**src/rtl/svpc_pkg.sv**
```systemverilog
package svpc_pkg;
	// Register byte offsets.
	localparam logic [3:0] SVPC_CTRL_OFF = 4'h0;
	localparam logic [3:0] SVPC_STAT_OFF = 4'h4;
	// Control register fields and reset value.
	localparam int SVPC_F_PHASES = 0;
	localparam int SVPC_F_SHED = 2;
	localparam int SVPC_F_REACT = 4;
	localparam int SVPC_F_DROP = 6;
	localparam int SVPC_F_OFFS = 8;
	localparam logic [31:0] SVPC_CTRL_RST = 32'h0000_0016;
	// Status register fields.
	localparam int SVPC_F_CORE = 0;
	localparam int SVPC_F_BRIDGE = 8;
	localparam int SVPC_F_TRI = 16;
	localparam int SVPC_F_PGOOD = 20;
	localparam int SVPC_F_PSAVE = 21;
	// Voltage codes: one code is 12.5 mV below the one before.
	localparam logic [6:0] SVPC_CODE_OFF = 7'h7C;
	localparam logic [6:0] SVPC_CODE_ZERO = 7'h7B;
	localparam logic [6:0] SVPC_BOOT_00 = 7'h24;
	localparam logic [6:0] SVPC_BOOT_01 = 7'h2C;
	localparam logic [6:0] SVPC_BOOT_10 = 7'h34;
	localparam logic [6:0] SVPC_BOOT_11 = 7'h3C;
	// Serial frame layout.
	localparam int SVPC_ADDR_CORE = 2;
	localparam int SVPC_ADDR_BRIDGE = 1;
	localparam int SVPC_FRAME_BITS = 18;
	localparam int SVPC_PSI_BIT = 7;
	// Reference slew timing.
	localparam int SVPC_CLK_NS = 10;
	localparam int SVPC_STEP_UV = 12500;
	localparam int SVPC_SLEW_UV_PER_US = 3250;
	localparam int SVPC_STEP_CYCLES = (SVPC_STEP_UV * 1000 + SVPC_SLEW_UV_PER_US * SVPC_CLK_NS - 1)
		/ (SVPC_SLEW_UV_PER_US * SVPC_CLK_NS);
	// Sequencer and phase states.
	typedef enum logic [2:0] {SVPC_S_OFF, SVPC_S_SOFT, SVPC_S_RUN, SVPC_S_BOOT, SVPC_S_DOWN}
		svpc_seq_t;
	typedef enum logic [2:0] {SVPC_P_FULL, SVPC_P_SHED, SVPC_P_SAVE, SVPC_P_REACT} svpc_ph_t;
endpackage

```
**src/rtl/svpc_top.sv**
```systemverilog
`timescale 1ns/1ps
module svpc_top
	import svpc_pkg::*;
#(
	parameter int PHASES = 4
)(
	// Clock and reset.
	input wire logic aclk,
	input wire logic aresetn,
	// AXI4-Lite write channels.
	input wire logic [3:0] s_axi_awaddr,
	input wire logic s_axi_awvalid,
	output logic s_axi_awready,
	input wire logic [31:0] s_axi_wdata,
	input wire logic [3:0] s_axi_wstrb,
	input wire logic s_axi_wvalid,
	output logic s_axi_wready,
	output logic [1:0] s_axi_bresp,
	output logic s_axi_bvalid,
	input wire logic s_axi_bready,
	// AXI4-Lite read channels.
	input wire logic [3:0] s_axi_araddr,
	input wire logic s_axi_arvalid,
	output logic s_axi_arready,
	output logic [31:0] s_axi_rdata,
	output logic [1:0] s_axi_rresp,
	output logic s_axi_rvalid,
	input wire logic s_axi_rready,
	// Pins from the host and the board.
	input wire logic serial_vid_clock_pin,
	input wire logic serial_vid_data_pin,
	input wire logic host_power_ok,
	input wire logic enable_pin,
	input wire logic vout_in_window,
	// PWM modulator high pulses, one per channel, same clock.
	input wire logic [PHASES-1:0] pwm_high,
	// Regulator control outputs.
	output logic output_power_good,
	output logic [6:0] core_ref_code,
	output logic [6:0] bridge_ref_code,
	output logic core_plane_off,
	output logic bridge_plane_off,
	output logic [7:0] core_offset_code,
	output logic [PHASES-1:0] phase_tristate,
	output logic power_save_active
);
	logic [2:0] meta, sync; // Pin synchronisers: host ok, enable, window.
	logic [1:0] pin_meta, pin_sync; // Boot strap pin synchroniser.
	logic en_prev; // Enable level one cycle ago.
	logic ok_s, en_s, win_s;
	logic [31:0] ctrl; // Control register.
	svpc_seq_t seq; // Power sequencer state.
	svpc_ph_t ph; // Phase shedding state.
	logic [6:0] boot_code; // Holding register for the start-up level.
	logic [6:0] core_tgt, bridge_tgt; // Reference targets.
	logic [6:0] pend_core, pend_bridge; // Command awaiting application.
	logic pend_valid, pend_chg, want_save;
	logic core_off_tgt, bridge_off_tgt;
	logic [8:0] step_cnt; // Slew tick divider.
	logic settled;
	logic cmd_valid, cmd_core, cmd_bridge;
	logic [7:0] cmd_data;
	logic [2:0] wait_cnt; // PWM cycles left before the next phase change.
	logic [PHASES-1:0] victim, act, shed_cand;
	logic save_req, delay0;
	logic blk; // Later channels wait until this one switches.
	logic [2:0] delay_cycles;
	logic aw_held, w_held;
	logic [3:0] aw_addr;

	// Two flip-flops for every asynchronous input.
	always_ff @(posedge aclk) begin
		if (!aresetn) begin
			meta <= 3'h0;
			sync <= 3'h0;
			pin_meta <= 2'h0;
			pin_sync <= 2'h0;
			en_prev <= 1'b0;
		end else begin
			meta <= {host_power_ok, enable_pin, vout_in_window};
			sync <= meta;
			pin_meta <= {serial_vid_clock_pin, serial_vid_data_pin};
			pin_sync <= pin_meta;
			en_prev <= sync[1];
		end
	end
	assign ok_s = sync[2];
	assign en_s = sync[1];
	assign win_s = sync[0];

	// Serial receiver listens only while the host has signalled ok.
	svpc_svi_rx u_rx (
		.aclk(aclk),
		.aresetn(aresetn),
		.svc_pin(serial_vid_clock_pin),
		.svd_pin(serial_vid_data_pin),
		.listen(seq == SVPC_S_RUN && ok_s),
		.cmd_valid(cmd_valid),
		.cmd_core(cmd_core),
		.cmd_bridge(cmd_bridge),
		.cmd_data(cmd_data)
	);

	// Start-up level captured when enable rises.
	always_ff @(posedge aclk) begin
		if (!aresetn) begin
			boot_code <= SVPC_BOOT_00;
		end else if (en_s && !en_prev) begin
			unique case (pin_sync)
				2'h0: boot_code <= SVPC_BOOT_00;
				2'h1: boot_code <= SVPC_BOOT_01;
				2'h2: boot_code <= SVPC_BOOT_10;
				2'h3: boot_code <= SVPC_BOOT_11;
			endcase
		end
	end

	// Power sequencer, targets and pending command handling.
	always_ff @(posedge aclk) begin
		if (!aresetn) begin
			seq <= SVPC_S_OFF;
			core_tgt <= SVPC_CODE_ZERO;
			bridge_tgt <= SVPC_CODE_ZERO;
			core_off_tgt <= 1'b0;
			bridge_off_tgt <= 1'b0;
			pend_core <= SVPC_CODE_ZERO;
			pend_bridge <= SVPC_CODE_ZERO;
			pend_valid <= 1'b0;
			pend_chg <= 1'b0;
			want_save <= 1'b0;
			output_power_good <= 1'b0;
		end else begin
			unique case (seq)
				SVPC_S_OFF: begin
					if (en_s && !en_prev) begin
						seq <= SVPC_S_SOFT;
					end
				end
				SVPC_S_SOFT: begin
					// The latched boot level becomes the target one cycle after capture.
					core_tgt <= boot_code;
					bridge_tgt <= boot_code;
					if (!en_s) begin
						seq <= SVPC_S_DOWN;
					end else if (settled && core_tgt == boot_code && win_s) begin
						output_power_good <= 1'b1;
						seq <= SVPC_S_RUN;
					end
				end
				SVPC_S_RUN, SVPC_S_BOOT: begin
					if (!en_s || !win_s) begin
						// Enable or regulation lost: ramp down in code steps.
						output_power_good <= 1'b0;
						core_tgt <= SVPC_CODE_ZERO;
						bridge_tgt <= SVPC_CODE_ZERO;
						pend_valid <= 1'b0;
						want_save <= 1'b0;
						seq <= SVPC_S_DOWN;
					end else if (!ok_s) begin
						// Back to the held start-up level for both planes.
						core_tgt <= boot_code;
						bridge_tgt <= boot_code;
						core_off_tgt <= 1'b0;
						bridge_off_tgt <= 1'b0;
						pend_valid <= 1'b0;
						want_save <= 1'b0;
						seq <= SVPC_S_BOOT;
					end else if (seq == SVPC_S_BOOT) begin
						seq <= SVPC_S_RUN;
					end else if (cmd_valid) begin
						// Accepted only with power good and host ok.
						pend_core <= cmd_core ? cmd_data[6:0] : core_tgt;
						pend_bridge <= cmd_bridge ? cmd_data[6:0] : bridge_tgt;
						pend_chg <= (cmd_core && cmd_data[6:0] != core_tgt)
							|| (cmd_bridge && cmd_data[6:0] != bridge_tgt);
						pend_valid <= 1'b1;
						want_save <= !cmd_data[SVPC_PSI_BIT];
					end else if (pend_valid && (!pend_chg || ph == SVPC_P_FULL)) begin
						// A level change waits for full phases first.
						pend_valid <= 1'b0;
						// Off codes ramp to near zero and flag the plane off.
						core_off_tgt <= pend_core >= SVPC_CODE_OFF;
						bridge_off_tgt <= pend_bridge >= SVPC_CODE_OFF;
						core_tgt <= pend_core >= SVPC_CODE_OFF ? SVPC_CODE_ZERO : pend_core;
						bridge_tgt <= pend_bridge >= SVPC_CODE_OFF ? SVPC_CODE_ZERO : pend_bridge;
					end
					// Core off leaves power good as it is.
				end
				SVPC_S_DOWN: begin
					output_power_good <= 1'b0;
					core_tgt <= SVPC_CODE_ZERO;
					bridge_tgt <= SVPC_CODE_ZERO;
					if (en_s && !en_prev) begin
						seq <= SVPC_S_SOFT;
					end
				end
				default: seq <= SVPC_S_OFF;
			endcase
		end
	end

	// References move one code per slew tick toward their targets.
	always_ff @(posedge aclk) begin
		if (!aresetn) begin
			step_cnt <= 9'h000;
			core_ref_code <= SVPC_CODE_ZERO;
			bridge_ref_code <= SVPC_CODE_ZERO;
			core_plane_off <= 1'b1;
			bridge_plane_off <= 1'b1;
		end else begin
			step_cnt <= (step_cnt == 9'(SVPC_STEP_CYCLES - 1)) ? 9'h000 : step_cnt + 9'h001;
			if (step_cnt == 9'h000) begin
				if (core_ref_code < core_tgt) core_ref_code <= core_ref_code + 7'h01;
				else if (core_ref_code > core_tgt) core_ref_code <= core_ref_code - 7'h01;
				if (bridge_ref_code < bridge_tgt) bridge_ref_code <= bridge_ref_code + 7'h01;
				else if (bridge_ref_code > bridge_tgt) bridge_ref_code <= bridge_ref_code - 7'h01;
			end
			// Plane off once flagged off and both references have reached their targets.
			core_plane_off <= (seq == SVPC_S_OFF) || (core_off_tgt && settled);
			bridge_plane_off <= (seq == SVPC_S_OFF) || (bridge_off_tgt && settled);
		end
	end
	assign settled = core_ref_code == core_tgt && bridge_ref_code == bridge_tgt;

	// Phase selection: keep the lowest channels, shed from the top.
	always_comb begin
		shed_cand = '0;
		victim = '0;
		blk = 1'b0;
		for (int i = 0; i < PHASES; i++) begin
			shed_cand[i] = (i >= int'(ctrl[SVPC_F_PHASES +: 2]));
		end
		// With zero spacing a channel may follow at once once the one before it switches.
		if (ph == SVPC_P_SHED) begin
			for (int i = PHASES - 1; i >= 0; i--) begin
				if (!blk && shed_cand[i] && !phase_tristate[i]) begin
					victim[i] = 1'b1;
					blk = !delay0 || !pwm_high[i];
				end
			end
		end else if (ph == SVPC_P_REACT) begin
			for (int i = 0; i < PHASES; i++) begin
				if (!blk && phase_tristate[i]) begin
					victim[i] = 1'b1;
					blk = !delay0 || !pwm_high[i];
				end
			end
		end
		if (wait_cnt != 3'h0) victim = '0;
	end
	assign save_req = want_save && !(pend_valid && pend_chg) && settled && seq == SVPC_S_RUN;
	assign delay_cycles = ctrl[(ph == SVPC_P_REACT ? SVPC_F_REACT : SVPC_F_SHED) +: 2] == 2'h3
		? 3'h4 : {1'b0, ctrl[(ph == SVPC_P_REACT ? SVPC_F_REACT : SVPC_F_SHED) +: 2]};
	assign delay0 = delay_cycles == 3'h0;
	assign act = victim & pwm_high;

	// Each channel switches its tri-state only on its own PWM high.
	genvar g;
	generate
		for (g = 0; g < PHASES; g++) begin : g_phase
			always_ff @(posedge aclk) begin
				if (!aresetn) begin
					phase_tristate[g] <= 1'b0;
				end else if (act[g]) begin
					phase_tristate[g] <= (ph == SVPC_P_SHED);
				end
			end
		end
	endgenerate

	// Phase state and the PWM cycle spacing counter.
	always_ff @(posedge aclk) begin
		if (!aresetn) begin
			ph <= SVPC_P_FULL;
			wait_cnt <= 3'h0;
			power_save_active <= 1'b0;
		end else begin
			if (wait_cnt != 3'h0 && pwm_high[0]) begin
				wait_cnt <= wait_cnt - 3'h1;
			end else if (act != '0 && (victim & ~act) == '0) begin
				wait_cnt <= delay_cycles;
			end
			unique case (ph)
				SVPC_P_FULL: begin
					if (save_req && (shed_cand & ~phase_tristate) != '0) ph <= SVPC_P_SHED;
				end
				SVPC_P_SHED: begin
					if (!save_req) ph <= SVPC_P_REACT;
					else if (wait_cnt == 3'h0 && victim == '0) ph <= SVPC_P_SAVE;
				end
				SVPC_P_SAVE: begin
					if (!save_req) ph <= SVPC_P_REACT;
				end
				SVPC_P_REACT: begin
					if (save_req) ph <= SVPC_P_SHED;
					else if (wait_cnt == 3'h0 && phase_tristate == '0) ph <= SVPC_P_FULL;
				end
				default: ph <= SVPC_P_FULL;
			endcase
			power_save_active <= (ph == SVPC_P_SAVE);
		end
	end

	// Core offset follows the register unless dropped during power saving.
	always_ff @(posedge aclk) begin
		if (!aresetn) begin
			core_offset_code <= 8'h00;
		end else if (power_save_active && ctrl[SVPC_F_DROP]) begin
			core_offset_code <= 8'h00;
		end else begin
			core_offset_code <= ctrl[SVPC_F_OFFS +: 8];
		end
	end

	// AXI4-Lite write: address and data taken in either order.
	always_ff @(posedge aclk) begin
		if (!aresetn) begin
			aw_held <= 1'b0;
			w_held <= 1'b0;
			aw_addr <= 4'h0;
			ctrl <= SVPC_CTRL_RST;
			s_axi_bvalid <= 1'b0;
			s_axi_bresp <= 2'h0;
		end else begin
			if (s_axi_awvalid && s_axi_awready) begin
				aw_held <= 1'b1;
				aw_addr <= s_axi_awaddr;
			end
			if (s_axi_wvalid && s_axi_wready) w_held <= 1'b1;
			if (s_axi_bvalid && s_axi_bready) s_axi_bvalid <= 1'b0;
			if (aw_held && w_held && !s_axi_bvalid) begin
				aw_held <= 1'b0;
				w_held <= 1'b0;
				s_axi_bvalid <= 1'b1;
				s_axi_bresp <= (aw_addr == SVPC_CTRL_OFF) ? 2'h0 : 2'h3;
				if (aw_addr == SVPC_CTRL_OFF) begin
					for (int b = 0; b < 2; b++) begin
						if (s_axi_wstrb[b]) ctrl[b*8 +: 8] <= s_axi_wdata[b*8 +: 8];
					end
				end
			end
		end
	end
	assign s_axi_awready = !aw_held && !s_axi_bvalid;
	assign s_axi_wready = !w_held && !s_axi_bvalid;

	// AXI4-Lite read: data one cycle after the address is taken.
	always_ff @(posedge aclk) begin
		if (!aresetn) begin
			s_axi_rvalid <= 1'b0;
			s_axi_rdata <= 32'h0000_0000;
			s_axi_rresp <= 2'h0;
		end else if (s_axi_arvalid && s_axi_arready) begin
			s_axi_rvalid <= 1'b1;
			s_axi_rresp <= 2'h0;
			s_axi_rdata <= 32'h0000_0000;
			if (s_axi_araddr == SVPC_CTRL_OFF) begin
				s_axi_rdata <= {16'h0000, ctrl[15:0]};
			end else if (s_axi_araddr == SVPC_STAT_OFF) begin
				s_axi_rdata[SVPC_F_CORE +: 7] <= core_ref_code;
				s_axi_rdata[SVPC_F_BRIDGE +: 7] <= bridge_ref_code;
				s_axi_rdata[SVPC_F_TRI +: PHASES] <= phase_tristate;
				s_axi_rdata[SVPC_F_PGOOD] <= output_power_good;
				s_axi_rdata[SVPC_F_PSAVE] <= power_save_active;
			end else begin
				s_axi_rresp <= 2'h3;
			end
		end else if (s_axi_rready) begin
			s_axi_rvalid <= 1'b0;
		end
	end
	assign s_axi_arready = !s_axi_rvalid;
endmodule

```
**src/rtl/svpc_svi_rx.sv**
```systemverilog
`timescale 1ns/1ps
module svpc_svi_rx
	import svpc_pkg::*;
(
	// Clock and reset.
	input wire logic aclk,
	input wire logic aresetn,
	// Raw serial pins and gate.
	input wire logic svc_pin,
	input wire logic svd_pin,
	input wire logic listen,
	// Decoded command, one-cycle pulse.
	output logic cmd_valid,
	output logic cmd_core,
	output logic cmd_bridge,
	output logic [7:0] cmd_data
);
	logic [1:0] meta; // First synchroniser stage.
	logic [1:0] sync; // Second stage, {clock, data}.
	logic [1:0] prev; // Previous synchronised levels for edge finding.
	logic [4:0] nbits; // Bits received since the start condition.
	logic [17:0] shreg; // Frame shift register.
	logic busy; // A frame is in progress.
	logic rise_c, start_c, stop_c;

	// Two flip-flops per pin before any logic looks at it.
	always_ff @(posedge aclk) begin
		if (!aresetn) begin
			meta <= 2'h3;
			sync <= 2'h3;
			prev <= 2'h3;
		end else begin
			meta <= {svc_pin, svd_pin};
			sync <= meta;
			prev <= sync;
		end
	end

	assign rise_c = sync[1] && !prev[1];
	assign start_c = sync[1] && prev[1] && prev[0] && !sync[0];
	assign stop_c = sync[1] && prev[1] && !prev[0] && sync[0];

	// Shift bits on clock rise; frame ends at the stop condition.
	always_ff @(posedge aclk) begin
		if (!aresetn) begin
			busy <= 1'b0;
			nbits <= 5'h00;
			shreg <= 18'h00000;
			cmd_valid <= 1'b0;
			cmd_core <= 1'b0;
			cmd_bridge <= 1'b0;
			cmd_data <= 8'h00;
		end else begin
			cmd_valid <= 1'b0;
			if (!listen) begin
				busy <= 1'b0;
			end else if (start_c) begin
				busy <= 1'b1;
				nbits <= 5'h00;
			end else if (stop_c && busy) begin
				busy <= 1'b0;
				// Address byte selects planes, data byte carries code and power-save flag.
				// The stop condition brings one more clock rise after the last bit.
				if (nbits == 5'(SVPC_FRAME_BITS + 1)) begin
					cmd_valid <= shreg[10 + SVPC_ADDR_CORE] || shreg[10 + SVPC_ADDR_BRIDGE];
					cmd_core <= shreg[10 + SVPC_ADDR_CORE];
					cmd_bridge <= shreg[10 + SVPC_ADDR_BRIDGE];
					cmd_data <= shreg[8:1];
				end
			end else if (busy && rise_c && nbits != 5'h1F) begin
				// Only frame bits enter the shift register.
				if (nbits < 5'(SVPC_FRAME_BITS)) shreg <= {shreg[16:0], sync[0]};
				nbits <= nbits + 5'h01;
			end
		end
	end
endmodule

```
**config.mk**
```make
export PLATFORM = sky130hd
export DESIGN_NAME = svpc_top
export DESIGN_NICKNAME = d
export VERILOG_FILES = /design/src/rtl/svpc_pkg.sv /design/src/rtl/svpc_top.sv /design/src/rtl/svpc_svi_rx.sv
export SDC_FILE = /design/constraint.sdc
export NUM_CORES = 1
export LEC_CHECK = 0
export BUFFER_PORTS_ARGS = -buffer_cell sky130_fd_sc_hd__buf_2
export CAP_MARGIN = 30
export CELL_PAD_IN_SITES_DETAIL_PLACEMENT = 1
export CELL_PAD_IN_SITES_GLOBAL_PLACEMENT = 2
export CORE_ASPECT_RATIO = 1.2
export CORE_MARGIN = 2
export CORE_UTILIZATION = 36
export CTS_BUF_LIST = sky130_fd_sc_hd__clkbuf_4
export DETAILED_ROUTE_END_ITERATION = 8
export PLACE_DENSITY_LB_ADDON = 0.12
export SKIP_LAST_GASP = 1
export SYNTH_ARGS = -nofsm -noshare
export SYNTH_HDL_FRONTEND = slang
export SYNTH_SLANG_ARGS = --single-unit
export TNS_END_PERCENT = 30
```
**constraint.sdc**
```tcl
create_clock -name aclk -period 4.3 [get_ports aclk]
set_input_delay 1.29 -clock aclk [delete_from_list [all_inputs] [get_ports aclk]]
set_output_delay 1.29 -clock aclk [all_outputs]
set_load 0.005 [all_outputs]
```
**Yosys cells after proc, flatten, opt, wreduce, memory -nomap -nowiden**

Index checks and enable logic that the tools add are counted.
Widths: inputs -> output; s select.

- Register bits: 185
- Input bits: 60
- Output and inout bits: 71
- Logic and storage cells: 353

- Add/sub/neg operators: 7
- $lt $le $gt $ge: 10
- Equality and inequality tests: 40
- Shift operators: 1
- Multiplexer cells: 106
- Bitwise gates (word level): 12
- Reduce and logical (&&, ||, !) cells: 127

Operators with widths:

| cell | count |
|---|---|
| $mux 7 | 22 |
| $mux 1 | 51 |
| $mux 3 | 16 |
| $logic_and 1x1->1 | 46 |
| $pmux 7 s3 | 2 |
| $shiftx 32x4->2 | 1 |
| $pmux 7 s4 | 1 |
| $logic_not 1->1 | 27 |
| $eq 7x7->1 | 3 |
| $logic_not 4->1 | 5 |
| $reduce_and 3->1 | 6 |
| $ne 4x4->1 const B | 4 |
| $reduce_and 4->1 | 4 |
| $mux 5 | 3 |
| $reduce_and 5->1 | 3 |
| $add 7x1->7 const B | 2 |
| $ge 7x7->1 const B | 2 |
| $gt 7x7->1 | 2 |
| $lt 7x7->1 | 2 |
| $ne 7x7->1 | 2 |
| $reduce_bool 2->1 | 7 |
| $sub 7x1->7 const B | 2 |
| $and 4x4->4 | 3 |
| $eq 3x2->1 const B | 4 |
| other kinds (37) | 83 |

**Longest topological paths before layout**

Gate-level depths: netlist (run 1).

- Depth in word-level cells: 34
- Gate-level depth with buffers: 15

**Modules after synthesis**

Synthesis (run 1) repeated with hierarchy kept, for this count alone.

- Cell total of the unflattened synthesis: 966
- Area total of the unflattened synthesis: 8782.2 um^2

By module, submodules not included:

| module | times used | cells each | area each (um^2) |
|---|---|---|---|
| svpc_top | 1 | 831 | 7312.0 |
| svpc_svi_rx | 1 | 135 | 1470.2 |

**Least setup slack after synthesis (run 1)**

Ideal clock, no wire load.

- Path type: register -> register
- Start point: register core_tgt[4]
- End point: register core_ref_code[6]
- Setup time: 0.063 ns
- Data arrival time: 3.028 ns
- Data required time: 4.237 ns
- Path slack: 1.209 ns
- Cell stages (with the launch flop): 15
- Period minus slack after synthesis: 3.091 ns
- Path through: dfxtp_1 -> inv_1 -> ha_1 -> a21o_1 -> a21o_1 -> a211oi_1 -> inv_1 -> fa_1 -> a21o_1 -> a21oi_1 -> o21bai_1 -> a21oi_1 -> xnor2_1 -> or3_1 -> nand3_1

- Longest elaborated chain between the ends: 3
- Elaborated cells on any way between the ends: 5
- Those cells by class: order compare: 2; mux: 1; reduce/logical: 2

Ends and longest elaborated chain:

| what | line | text |
|---|---|---|
| from (decl) | svpc_top.sv:55 | `logic [6:0] core_tgt, bridge_tgt;` |
| from (signal assigned) | svpc_top.sv:141 | `core_tgt <= boot_code;` |
| from (signal assigned) | svpc_top.sv:161 | `core_tgt <= boot_code;` |
| from (signal assigned) | svpc_top.sv:184 | `core_tgt <= pend_core >= SVPC_CODE_OFF ? SVPC_CODE_ZERO : pend_core;` |
| $lt 7x7->1 or $gt 7x7->1 (tied branches) | svpc_top.sv:213, svpc_top.sv:214 |  |
| $reduce_bool 2->1 (no line) | - |  |
| $reduce_and 2->1 (no line) | - |  |
| to (signal assigned) | svpc_top.sv:213 | `if (core_ref_code < core_tgt) core_ref_code <= core_ref_code + 7'h01;` |
| to (signal assigned) | svpc_top.sv:214 | `else if (core_ref_code > core_tgt) core_ref_code <= core_ref_code - 7'h01;` |
| to (decl) | svpc_top.sv:39 | `output logic [6:0] core_ref_code,` |

Several ways; a longest one is shown, not always the timed one.
A chain may end at the register's enable or synchronous reset.

**Final worst setup path (run 1)**

- Start point: register bridge_ref_code[1]
- End point: register bridge_ref_code[6]

- Longest elaborated chain between the ends: 3
- Elaborated cells on any way between the ends: 8
- Those cells by class: add/sub: 2; order compare: 2; mux: 2; reduce/logical: 2

Ends and longest elaborated chain:

| what | line | text |
|---|---|---|
| from (decl) | svpc_top.sv:40 | `output logic [6:0] bridge_ref_code,` |
| from (signal assigned) | svpc_top.sv:215 | `if (bridge_ref_code < bridge_tgt) bridge_ref_code <= bridge_ref_code + 7'h01;` |
| from (signal assigned) | svpc_top.sv:216 | `else if (bridge_ref_code > bridge_tgt) bridge_ref_code <= bridge_ref_code - 7'h01;` |
| $sub 7x1->7, or another cell as far along | svpc_top.sv:216 |  |
| $mux 7 or $reduce_bool 2->1 (tied branches) | - |  |
| $mux 7 or $reduce_and 2->1 (tied branches) | - |  |

Several ways; a longest one is shown, not always the timed one. The select of a mux whose other input is x is not followed.

==> results of run 1 <==
## cell families after synthesis
| kind of cell | count (synthesis) | synth area share (%) |
|---|---|---|
| AND/OR/NAND/NOR | 354 | 20.82 |
| AO/OA/AOI/OAI | 193 | 15.40 |
| flip-flops | 177 | 40.91 |
| buffers and inverters | 102 | 5.244 |
| multiplexers | 71 | 8.321 |
| adder cells (fa/ha/maj) | 37 | 5.519 |
| XOR/XNOR | 37 | 3.742 |
| other | 1 | 0.04330 |
## path summary, 6_finish.rpt
| path | to | slack (ns) |
|---|---|---|
| setup / recovery | bridge_ref_code[6]$_SDFFE_PN1P_ | 0.74 |
| hold / removal | u_rx.sync[1]$_SDFF_PN1_ | 0.43 |
| hold reg to reg | u_rx.sync[1]$_SDFF_PN1_ | 0.43 |
| setup reg to reg | bridge_ref_code[6]$_SDFFE_PN1P_ | 0.74 |
## worst reg2reg max path, cell delays in order (launching register included)
cell and delay (ns):
sky130_fd_sc_hd__dfxtp_1 0.51, sky130_fd_sc_hd__ha_1 0.29, sky130_fd_sc_hd__nor2b_1 0.13, sky130_fd_sc_hd__o21ai_0 0.18, sky130_fd_sc_hd__a21oi_1 0.10, sky130_fd_sc_hd__a211oi_1 0.42, sky130_fd_sc_hd__inv_1 0.25, sky130_fd_sc_hd__fa_1 0.45
sky130_fd_sc_hd__a21o_1 0.17, sky130_fd_sc_hd__a21oi_1 0.22, sky130_fd_sc_hd__o21bai_1 0.10, sky130_fd_sc_hd__a21oi_1 0.20, sky130_fd_sc_hd__xnor2_1 0.10, sky130_fd_sc_hd__or3_1 0.32, sky130_fd_sc_hd__nand3_1 0.08
## power by group
group	switching [mW]	internal (mW)
Clock	0.648	0.542
Combinational	0.598	0.545
Sequential	0.130	1.73
## layout make-up
type	instances	area, µm²
Tap cell	320	400.4
Sequential cell	177	3543
Antenna cell	1	2.502
Fill cell	2863	14030
Multi-Input combinational cell	702	4697
Clock buffer	17	127.6
Inverter	43	161.4
Timing Repair Buffer	112	608.1
Clock inverter	15	244.0
## routing by layer
metal	routed length, µm	up-vias	track usage (%)
met2	11190	99	31.93
met3	584	21	2.808
met1	10470	3321	22.36
met5	0	-	0
li1	-	3488	-
met4	373	0	5.842
## placed cells by master, fill, tap and decap left out, drive strengths merged, types with 35 or more instances in the layout
cell   netlist  layout
o21ai       57      57
inv         43      50
nor2b       53      53
buf         22     111
and2        44      44
nor2        45      45
ha          35      35
mux2i       69      69
nand2      117     117
dfxtp      177     177
## cell usage after synthesis, drive strengths merged, types with 21 or more instances
library cell	number	area (µm²)
dfxtp	177	3543
and2	44	275.3
nand2	117	439.2
mux2i	69	690.7
nor2b	53	331.6
o211ai	21	157.7
a21oi	31	155.2
o21ai	57	285.3
clkbuf	37	138.9
ha	35	437.9
nor2	45	168.9
nand3	31	155.2
buf	22	153.9
xnor2	21	183.9
inv	43	161.4
## flip-flops by register name, summed over array words and instances, names as in the netlist, 3 cells and up
signal / count
phase_tristate: 4
u_rx.nbits: 5
bridge_tgt: 7
sync: 3
meta: 3
core_ref_code: 7
wait_cnt: 3
s_axi_rdata: 22
core_offset_code: 8
seq: 3
u_rx.shreg: 13
ctrl: 16
pend_bridge: 7
u_rx.cmd_data: 8
core_tgt: 7
pend_core: 7
step_cnt: 9
aw_addr: 4
bridge_ref_code: 7
==> metrics.cfg, run 1 <==
[status]
outcome=finished, final reports clean

[cells_and_area]
final_layout_size_suffix_gt1_share_pct=15.10
postLayoutCellArea_um2=9784
nNetsFinal=1150
final_cells=1387
area_added_between_synthesis_and_finish_pct=12.97
final_core_util_pct=41.08

[timing]
final.setup.worst_slack_ns=0.7437
final.setup_skew_ns=0.02879
report.final.slew_viol_count=0
relSlewSlack_pct=37.96
hold_viol=0
period_minus_slack_ns=3.556
setup-violations-final=0
setup-tns-final_ns=0
worst_hold_slack_ns=0.4323
fmaxAchievable_mhz=281.2
worst_pin_slew_ns=0.9221
rsz_0062_raised_after_global_routing=false
final.period_utilization_pct=82.70

[routing]
via_to_cell_ratio=4.996
wl_um=22610
drtAntennaViolNets=0
drc=0
detailedRoute.firstPassIterationCount=4
num_vias=6929
drt-initial-drc-count=203
routedWlPerCell_um=16.30

[critical_path]
critPathCaptureType=flip-flop
cp.arrival_ns=4.09
cp.depth=14
slowest_delay_ns=0.51
startpoint_of_the_most_critical_setup_path=bridge_ref_code[1]$_SDFFE_PN1P_
crit_buf_inv=1
timing.rr.start=bridge_ref_code[1]$_SDFFE_PN1P_
r2r_cells=14
crit_path_cell_trace=ha_1 > nor2b_1 > o21ai_0 > a21oi_1 > a211oi_1 > inv_1 > fa_1 > a21o_1 > a21oi_1 > o21bai_1 > a21oi_1 > xnor2_1 > or3_1 > nand3_1
worst_path_dominant_cell_family=compound AO/OA/AOI/OAI gates
cpMostUsedCell=sky130_fd_sc_hd__a21oi_1
cp.required_ns=4.83
critical_path.slowest_cell=sky130_fd_sc_hd__dfxtp_1
setup.worst_path.start_class=flip-flop
path_max_fanout=6
worst-setup-path-type=reg2reg

[die]
chip_width_um=145.6
initial_core_util_pct=36.37
floorplan.die_area_um2=25320
core_area_um2=23820
ios=131
num_rows=62
die_y_um=173.9

[synthesis]
register_area_share_after_synthesis_pct=40.91
synthesis.instances=972
synth_edf_count=0
synth_seq_cells=177
netlist_area_um2=8661
syn_avg_cell_area_um2=8.910
yosys.cell_types.count=61
ys_async_sr_fraction_pct=0
postSynth.topFlopCell=sky130_fd_sc_hd__dfxtp_1
synth_warnings=0

[power]
total_power_mw=4.195
max-vdd-ir-drop_mv=0.1921
leakage_nw=4.322
power_density_nw_per_um2=428.7

[clock_network]
cts.htree.levels=4
clkLatencyLatePin_ns=0.60
cts.clk_slew.worst_paths_ns=0.15
cts_tree=yes
cts_buffers=17
ctsResizeCount=0
maximum_root_to_sink_buffer_count=2
ctsRootBufferMaster=sky130_fd_sc_hd__clkbuf_4
clock-sinks=177
post_cts_hold_buffer_count=0
postCtsSetupRepairBufs=0

[worst_hold_path]
start_point_of_the_worst_hold_path=u_rx.meta[1]$_SDFF_PN1_
hp-class=reg2reg
worstHoldPathCells=1

[global_routing]
grt_pass1_vias=6999
grt_util_all_layers_pct=18.01
antenna_found_initial=1
grt_start_max_net_pins=162
grt_remaining_overflow=0
grt_first_pass_wirelength_um=37060

[placed_design]
port_buffers=102
placedCellCount=1353
placement.setup.worst_slack_ns=0.7677
postPlaceCellArea_um2=9403
place_congestion=0.8033
post_dp_hpwl_um=16330

[run]
drv_cap=0

No activity file was read; power rests on OpenSTA's default activity.
==> run 2: changes to the inputs <==
==> constraint.sdc (replaced) <==
create_clock -name aclk -period 3.5 [get_ports aclk]
set_input_delay 1.05 -clock aclk [delete_from_list [all_inputs] [get_ports aclk]]
set_output_delay 1.05 -clock aclk [all_outputs]
set_load 0.005 [all_outputs]
==> run 2 against run 1 <==
Clock skew fell by 0.00053 ns. Core utilization increased by 0.23 points. Die area is the same. Critical path depth did not move. Global-route usage increased by 0.27 points. Largest cell class unchanged. First-iteration DRC count grew 17%. Via count increased by 0.39%. Count of clock-buffer cells in the layout grew 1. Cell area rose by 0.56%. Sequential share of layout area shrank 0.18 points.
==> metrics.cfg, run 2 (synthesis results as in run 1) <==
[die]
chip_width_um=145.6  ; unchanged
initial_core_util_pct=36.37  ; unchanged
die_y_um=173.9  ; unchanged
ios=131  ; unchanged
num_rows=62  ; unchanged
floorplan.die_area_um2=25320  ; unchanged
core_area_um2=23820  ; unchanged

[placed_design]
placement.setup.worst_slack_ns=0.2087  ; was 0.7677 ns
post_dp_hpwl_um=16920  ; was 16330 µm
placedCellCount=1373  ; was 1353
place_congestion=0.7986  ; was 0.8033
port_buffers=102  ; unchanged

[power]
leakage_nw=4.354  ; was 4.322 nW
power_density_nw_per_um2=507.9  ; was 428.7 nW/µm²
max-vdd-ir-drop_mv=0.2475  ; was 0.1921 mV
power.switching_mw=1.741  ; was 1.376 mW
share_comb_of_total_power_pct=31.2  ; was 27.2%
pwr-share-clk_pct=23.9  ; was 28.4%
swShare_pct=34.84  ; was 32.80%
internal_power_mw=3.256  ; was 2.819 mW
share_seq_of_total_power_pct=44.9  ; was 44.4%

[critical_path]
reg2reg_to=bridge_ref_code[6]$_SDFFE_PN1P_  ; unchanged
slowest_delay_ns=0.45  ; was 0.51 ns
cpMostUsedCell=sky130_fd_sc_hd__a21o_1  ; was sky130_fd_sc_hd__a21oi_1
cp.arrival_ns=3.76  ; was 4.09 ns
crit_buf_inv=2  ; was 1
critPathCaptureType=flip-flop  ; unchanged
crit_path_cell_trace=inv_1 > ha_1 > a21o_1 > a21o_1 > a211oi_2 > inv_2 > fa_1 > a21o_1 > a21oi_1 > o21bai_1 > a21oi_1 > xnor2_1 > or3_1 > nand3_1  ; was ha_1 > nor2b_1 > o21ai_0 > a21oi_1 > a211oi_1 > inv_1 > fa_1 > a21o_1 > a21oi_1 > o21bai_1 > a21oi_1 > xnor2_1 > or3_1 > nand3_1
worst_path_dominant_cell_family=compound AO/OA/AOI/OAI gates  ; unchanged
r2r_cells=14  ; unchanged
worst-setup-path-type=reg2reg  ; unchanged
path_max_fanout=6  ; unchanged
timing.rr.start=bridge_tgt[4]$_SDFFE_PN1P_  ; was bridge_ref_code[1]$_SDFFE_PN1P_
critical_path.slowest_cell=sky130_fd_sc_hd__dfxtp_1  ; unchanged
setup.worst_path.start_class=flip-flop  ; unchanged
cp.required_ns=4.05  ; was 4.83 ns
r2r_slack_ns=0.28  ; was 0.74 ns

[routing]
via_to_cell_ratio=4.947  ; was 4.996
drt-initial-drc-count=238  ; was 203
drtAntennaViolNets=0  ; unchanged
wl_um=22830  ; was 22610 µm
drc=0  ; unchanged
detailedRoute.firstPassIterationCount=4  ; unchanged
routedWlPerCell_um=16.24  ; was 16.30 µm
num_vias=6956  ; was 6929

[cells_and_area]
final_cell_mix=175 x sky130_fd_sc_hd__dfxtp_1, 117 x sky130_fd_sc_hd__nand2_1, 101 x sky130_fd_sc_hd__buf_2  ; was 177 x sky130_fd_sc_hd__dfxtp_1, 117 x sky130_fd_sc_hd__nand2_1, 101 x sky130_fd_sc_hd__buf_2
area_added_between_synthesis_and_finish_pct=13.61  ; was 12.97%
regMostFlops=s_axi_rdata  ; unchanged
nNetsFinal=1169  ; was 1150
final_cells=1406  ; was 1387
n_fill_cell=2891  ; was 2863
final_layout_size_suffix_gt1_share_pct=17.14  ; was 15.10%
mostFrequentLayoutCell=sky130_fd_sc_hd__dfxtp_1  ; unchanged
number_of_flip_flops_under_the_largest_register_name=22  ; unchanged
top_regs=s_axi_rdata x22, ctrl x16, u_rx.shreg x13  ; unchanged
final_core_util_pct=41.32  ; was 41.08%

[clock_network]
cts_buffers=17  ; unchanged
ctsRootBufferMaster=sky130_fd_sc_hd__clkbuf_4  ; unchanged
clock-sinks=177  ; unchanged
cts.clk_slew.worst_paths_ns=0.17  ; was 0.15 ns
cts.htree.levels=4  ; unchanged
clkLatencyLatePin_ns=0.62  ; was 0.60 ns
cts_tree=yes  ; unchanged
postCtsSetupRepairBufs=0  ; unchanged
maximum_root_to_sink_buffer_count=2  ; unchanged

[global_routing]
antenna_found_initial=1  ; unchanged
grt_util_all_layers_pct=18.28  ; was 18.01%
grt_pass1_vias=7036  ; was 6999
grt_remaining_overflow=0  ; unchanged
grt_start_max_net_pins=95  ; was 162
grt_first_pass_wirelength_um=37090  ; was 37060 µm

[timing]
fmaxAchievable_mhz=310.8  ; was 281.2 MHz
worst_hold_slack_ns=0.4357  ; was 0.4323 ns
period_minus_slack_ns=3.217  ; was 3.556 ns
worst_pin_slew_ns=0.9355  ; was 0.9221 ns
rsz_0062_raised_after_global_routing=true  ; was false
final.period_utilization_pct=91.92  ; was 82.70%
setup-tns-final_ns=0  ; unchanged
final.setup_skew_ns=0.02826  ; was 0.02879 ns
setup-violations-final=0  ; unchanged
hold_viol=0  ; unchanged
report.final.slew_viol_count=0  ; unchanged
relSlewSlack_pct=36.97  ; was 37.96%
final.setup.worst_slack_ns=0.2827  ; was 0.7437 ns

[worst_hold_path]
start_point_of_the_worst_hold_path=u_rx.meta[1]$_SDFF_PN1_  ; unchanged
hp-class=reg2reg  ; unchanged
worstHoldPathCells=1  ; unchanged
worst_hold_path.endpoint=u_rx.sync[1]$_SDFF_PN1_  ; unchanged

[run]
drv_cap=0  ; unchanged

[status]
outcome=finished, final reports clean  ; unchanged

[run 2: cell types whose count changed in the layout (fill, tap and decap cells not counted), moves of 3 or more]
| cell | before | now |
|---|---|---|
| sky130_fd_sc_hd__buf_4 | 8 | 29 |
| sky130_fd_sc_hd__inv_6 | 3 | 6 |
| sky130_fd_sc_hd__clkinvlp_4 | 0 | 3 |
| sky130_fd_sc_hd__bufinv_16 | 5 | 1 |
[run 2: cell type report]
class / count / area (µm²) / share of cell area [%]
multi-input cells: 702 / 4707 / 47.84
clock inverters: 14 / 143.9 / 1.462
flip-flops and latches: 177 / 3546 / 36.04
clock buffers: 18 / 135.1 / 1.373
diodes: 1 / 2.502 / 0.02543
repair buffers: 131 / 743.2 / 7.553
well taps: 320 / 400.4 / 4.069
inverters: 43 / 161.4 / 1.640
[run 2: metal layers]
metal	vias to the layer above	global-route usage (%)	share of wire (%)
met5	-	0	0
met2	101	32.64	50
met1	3308	22.31	45
met3	18	3.281	2.8
li1	3529	-	-
met4	0	5.760	1.6
[run 2: worst max path at each step]
stage	startpoint	slack, ns	cells after the start	end
after floorplan	core_tgt[4]$_SDFFE_PN1P_	0.41	14	core_ref_code[6]$_SDFFE_PN1P_
after global placement	bridge_tgt[4]$_SDFFE_PN1P_	0.20	14	bridge_ref_code[6]$_SDFFE_PN1P_
after detailed placement	core_ref_code[1]$_SDFFE_PN1P_	0.21	14	core_ref_code[6]$_SDFFE_PN1P_
after CTS	bridge_tgt[4]$_SDFFE_PN1P_	0.12	14	bridge_ref_code[6]$_SDFFE_PN1P_
after global routing	bridge_tgt[1]$_SDFFE_PN1P_	-0.04	15	bridge_ref_code[6]$_SDFFE_PN1P_
final	bridge_tgt[4]$_SDFFE_PN1P_	0.28	14	bridge_ref_code[6]$_SDFFE_PN1P_
[run 2: what timing repair did]
action,CTS,global route
gates resized for setup,0,6
endpoints found under the setup margin,0,2
hold buffers,0,0
[run 2: power by group through the flow]
stage               clock (mW)  sequential, mW  combinational [mW]
global placement             0            2.29                1.52
finish                    1.19            2.24                1.56
floorplan                    0            2.27                1.09
detailed placement           0            2.29                1.55
CTS                       1.26            2.25                1.56
global route              1.34            2.26                1.81
[run 2: stage by stage]
step                      power (mW)  instance area (µm²)
after detailed placement       3.844                 9545
after global routing           5.407                 9839
after floorplan                3.366                 8695
after CTS                      5.075                 9824
final                          4.998                 9839
after global placement         3.814                 9545
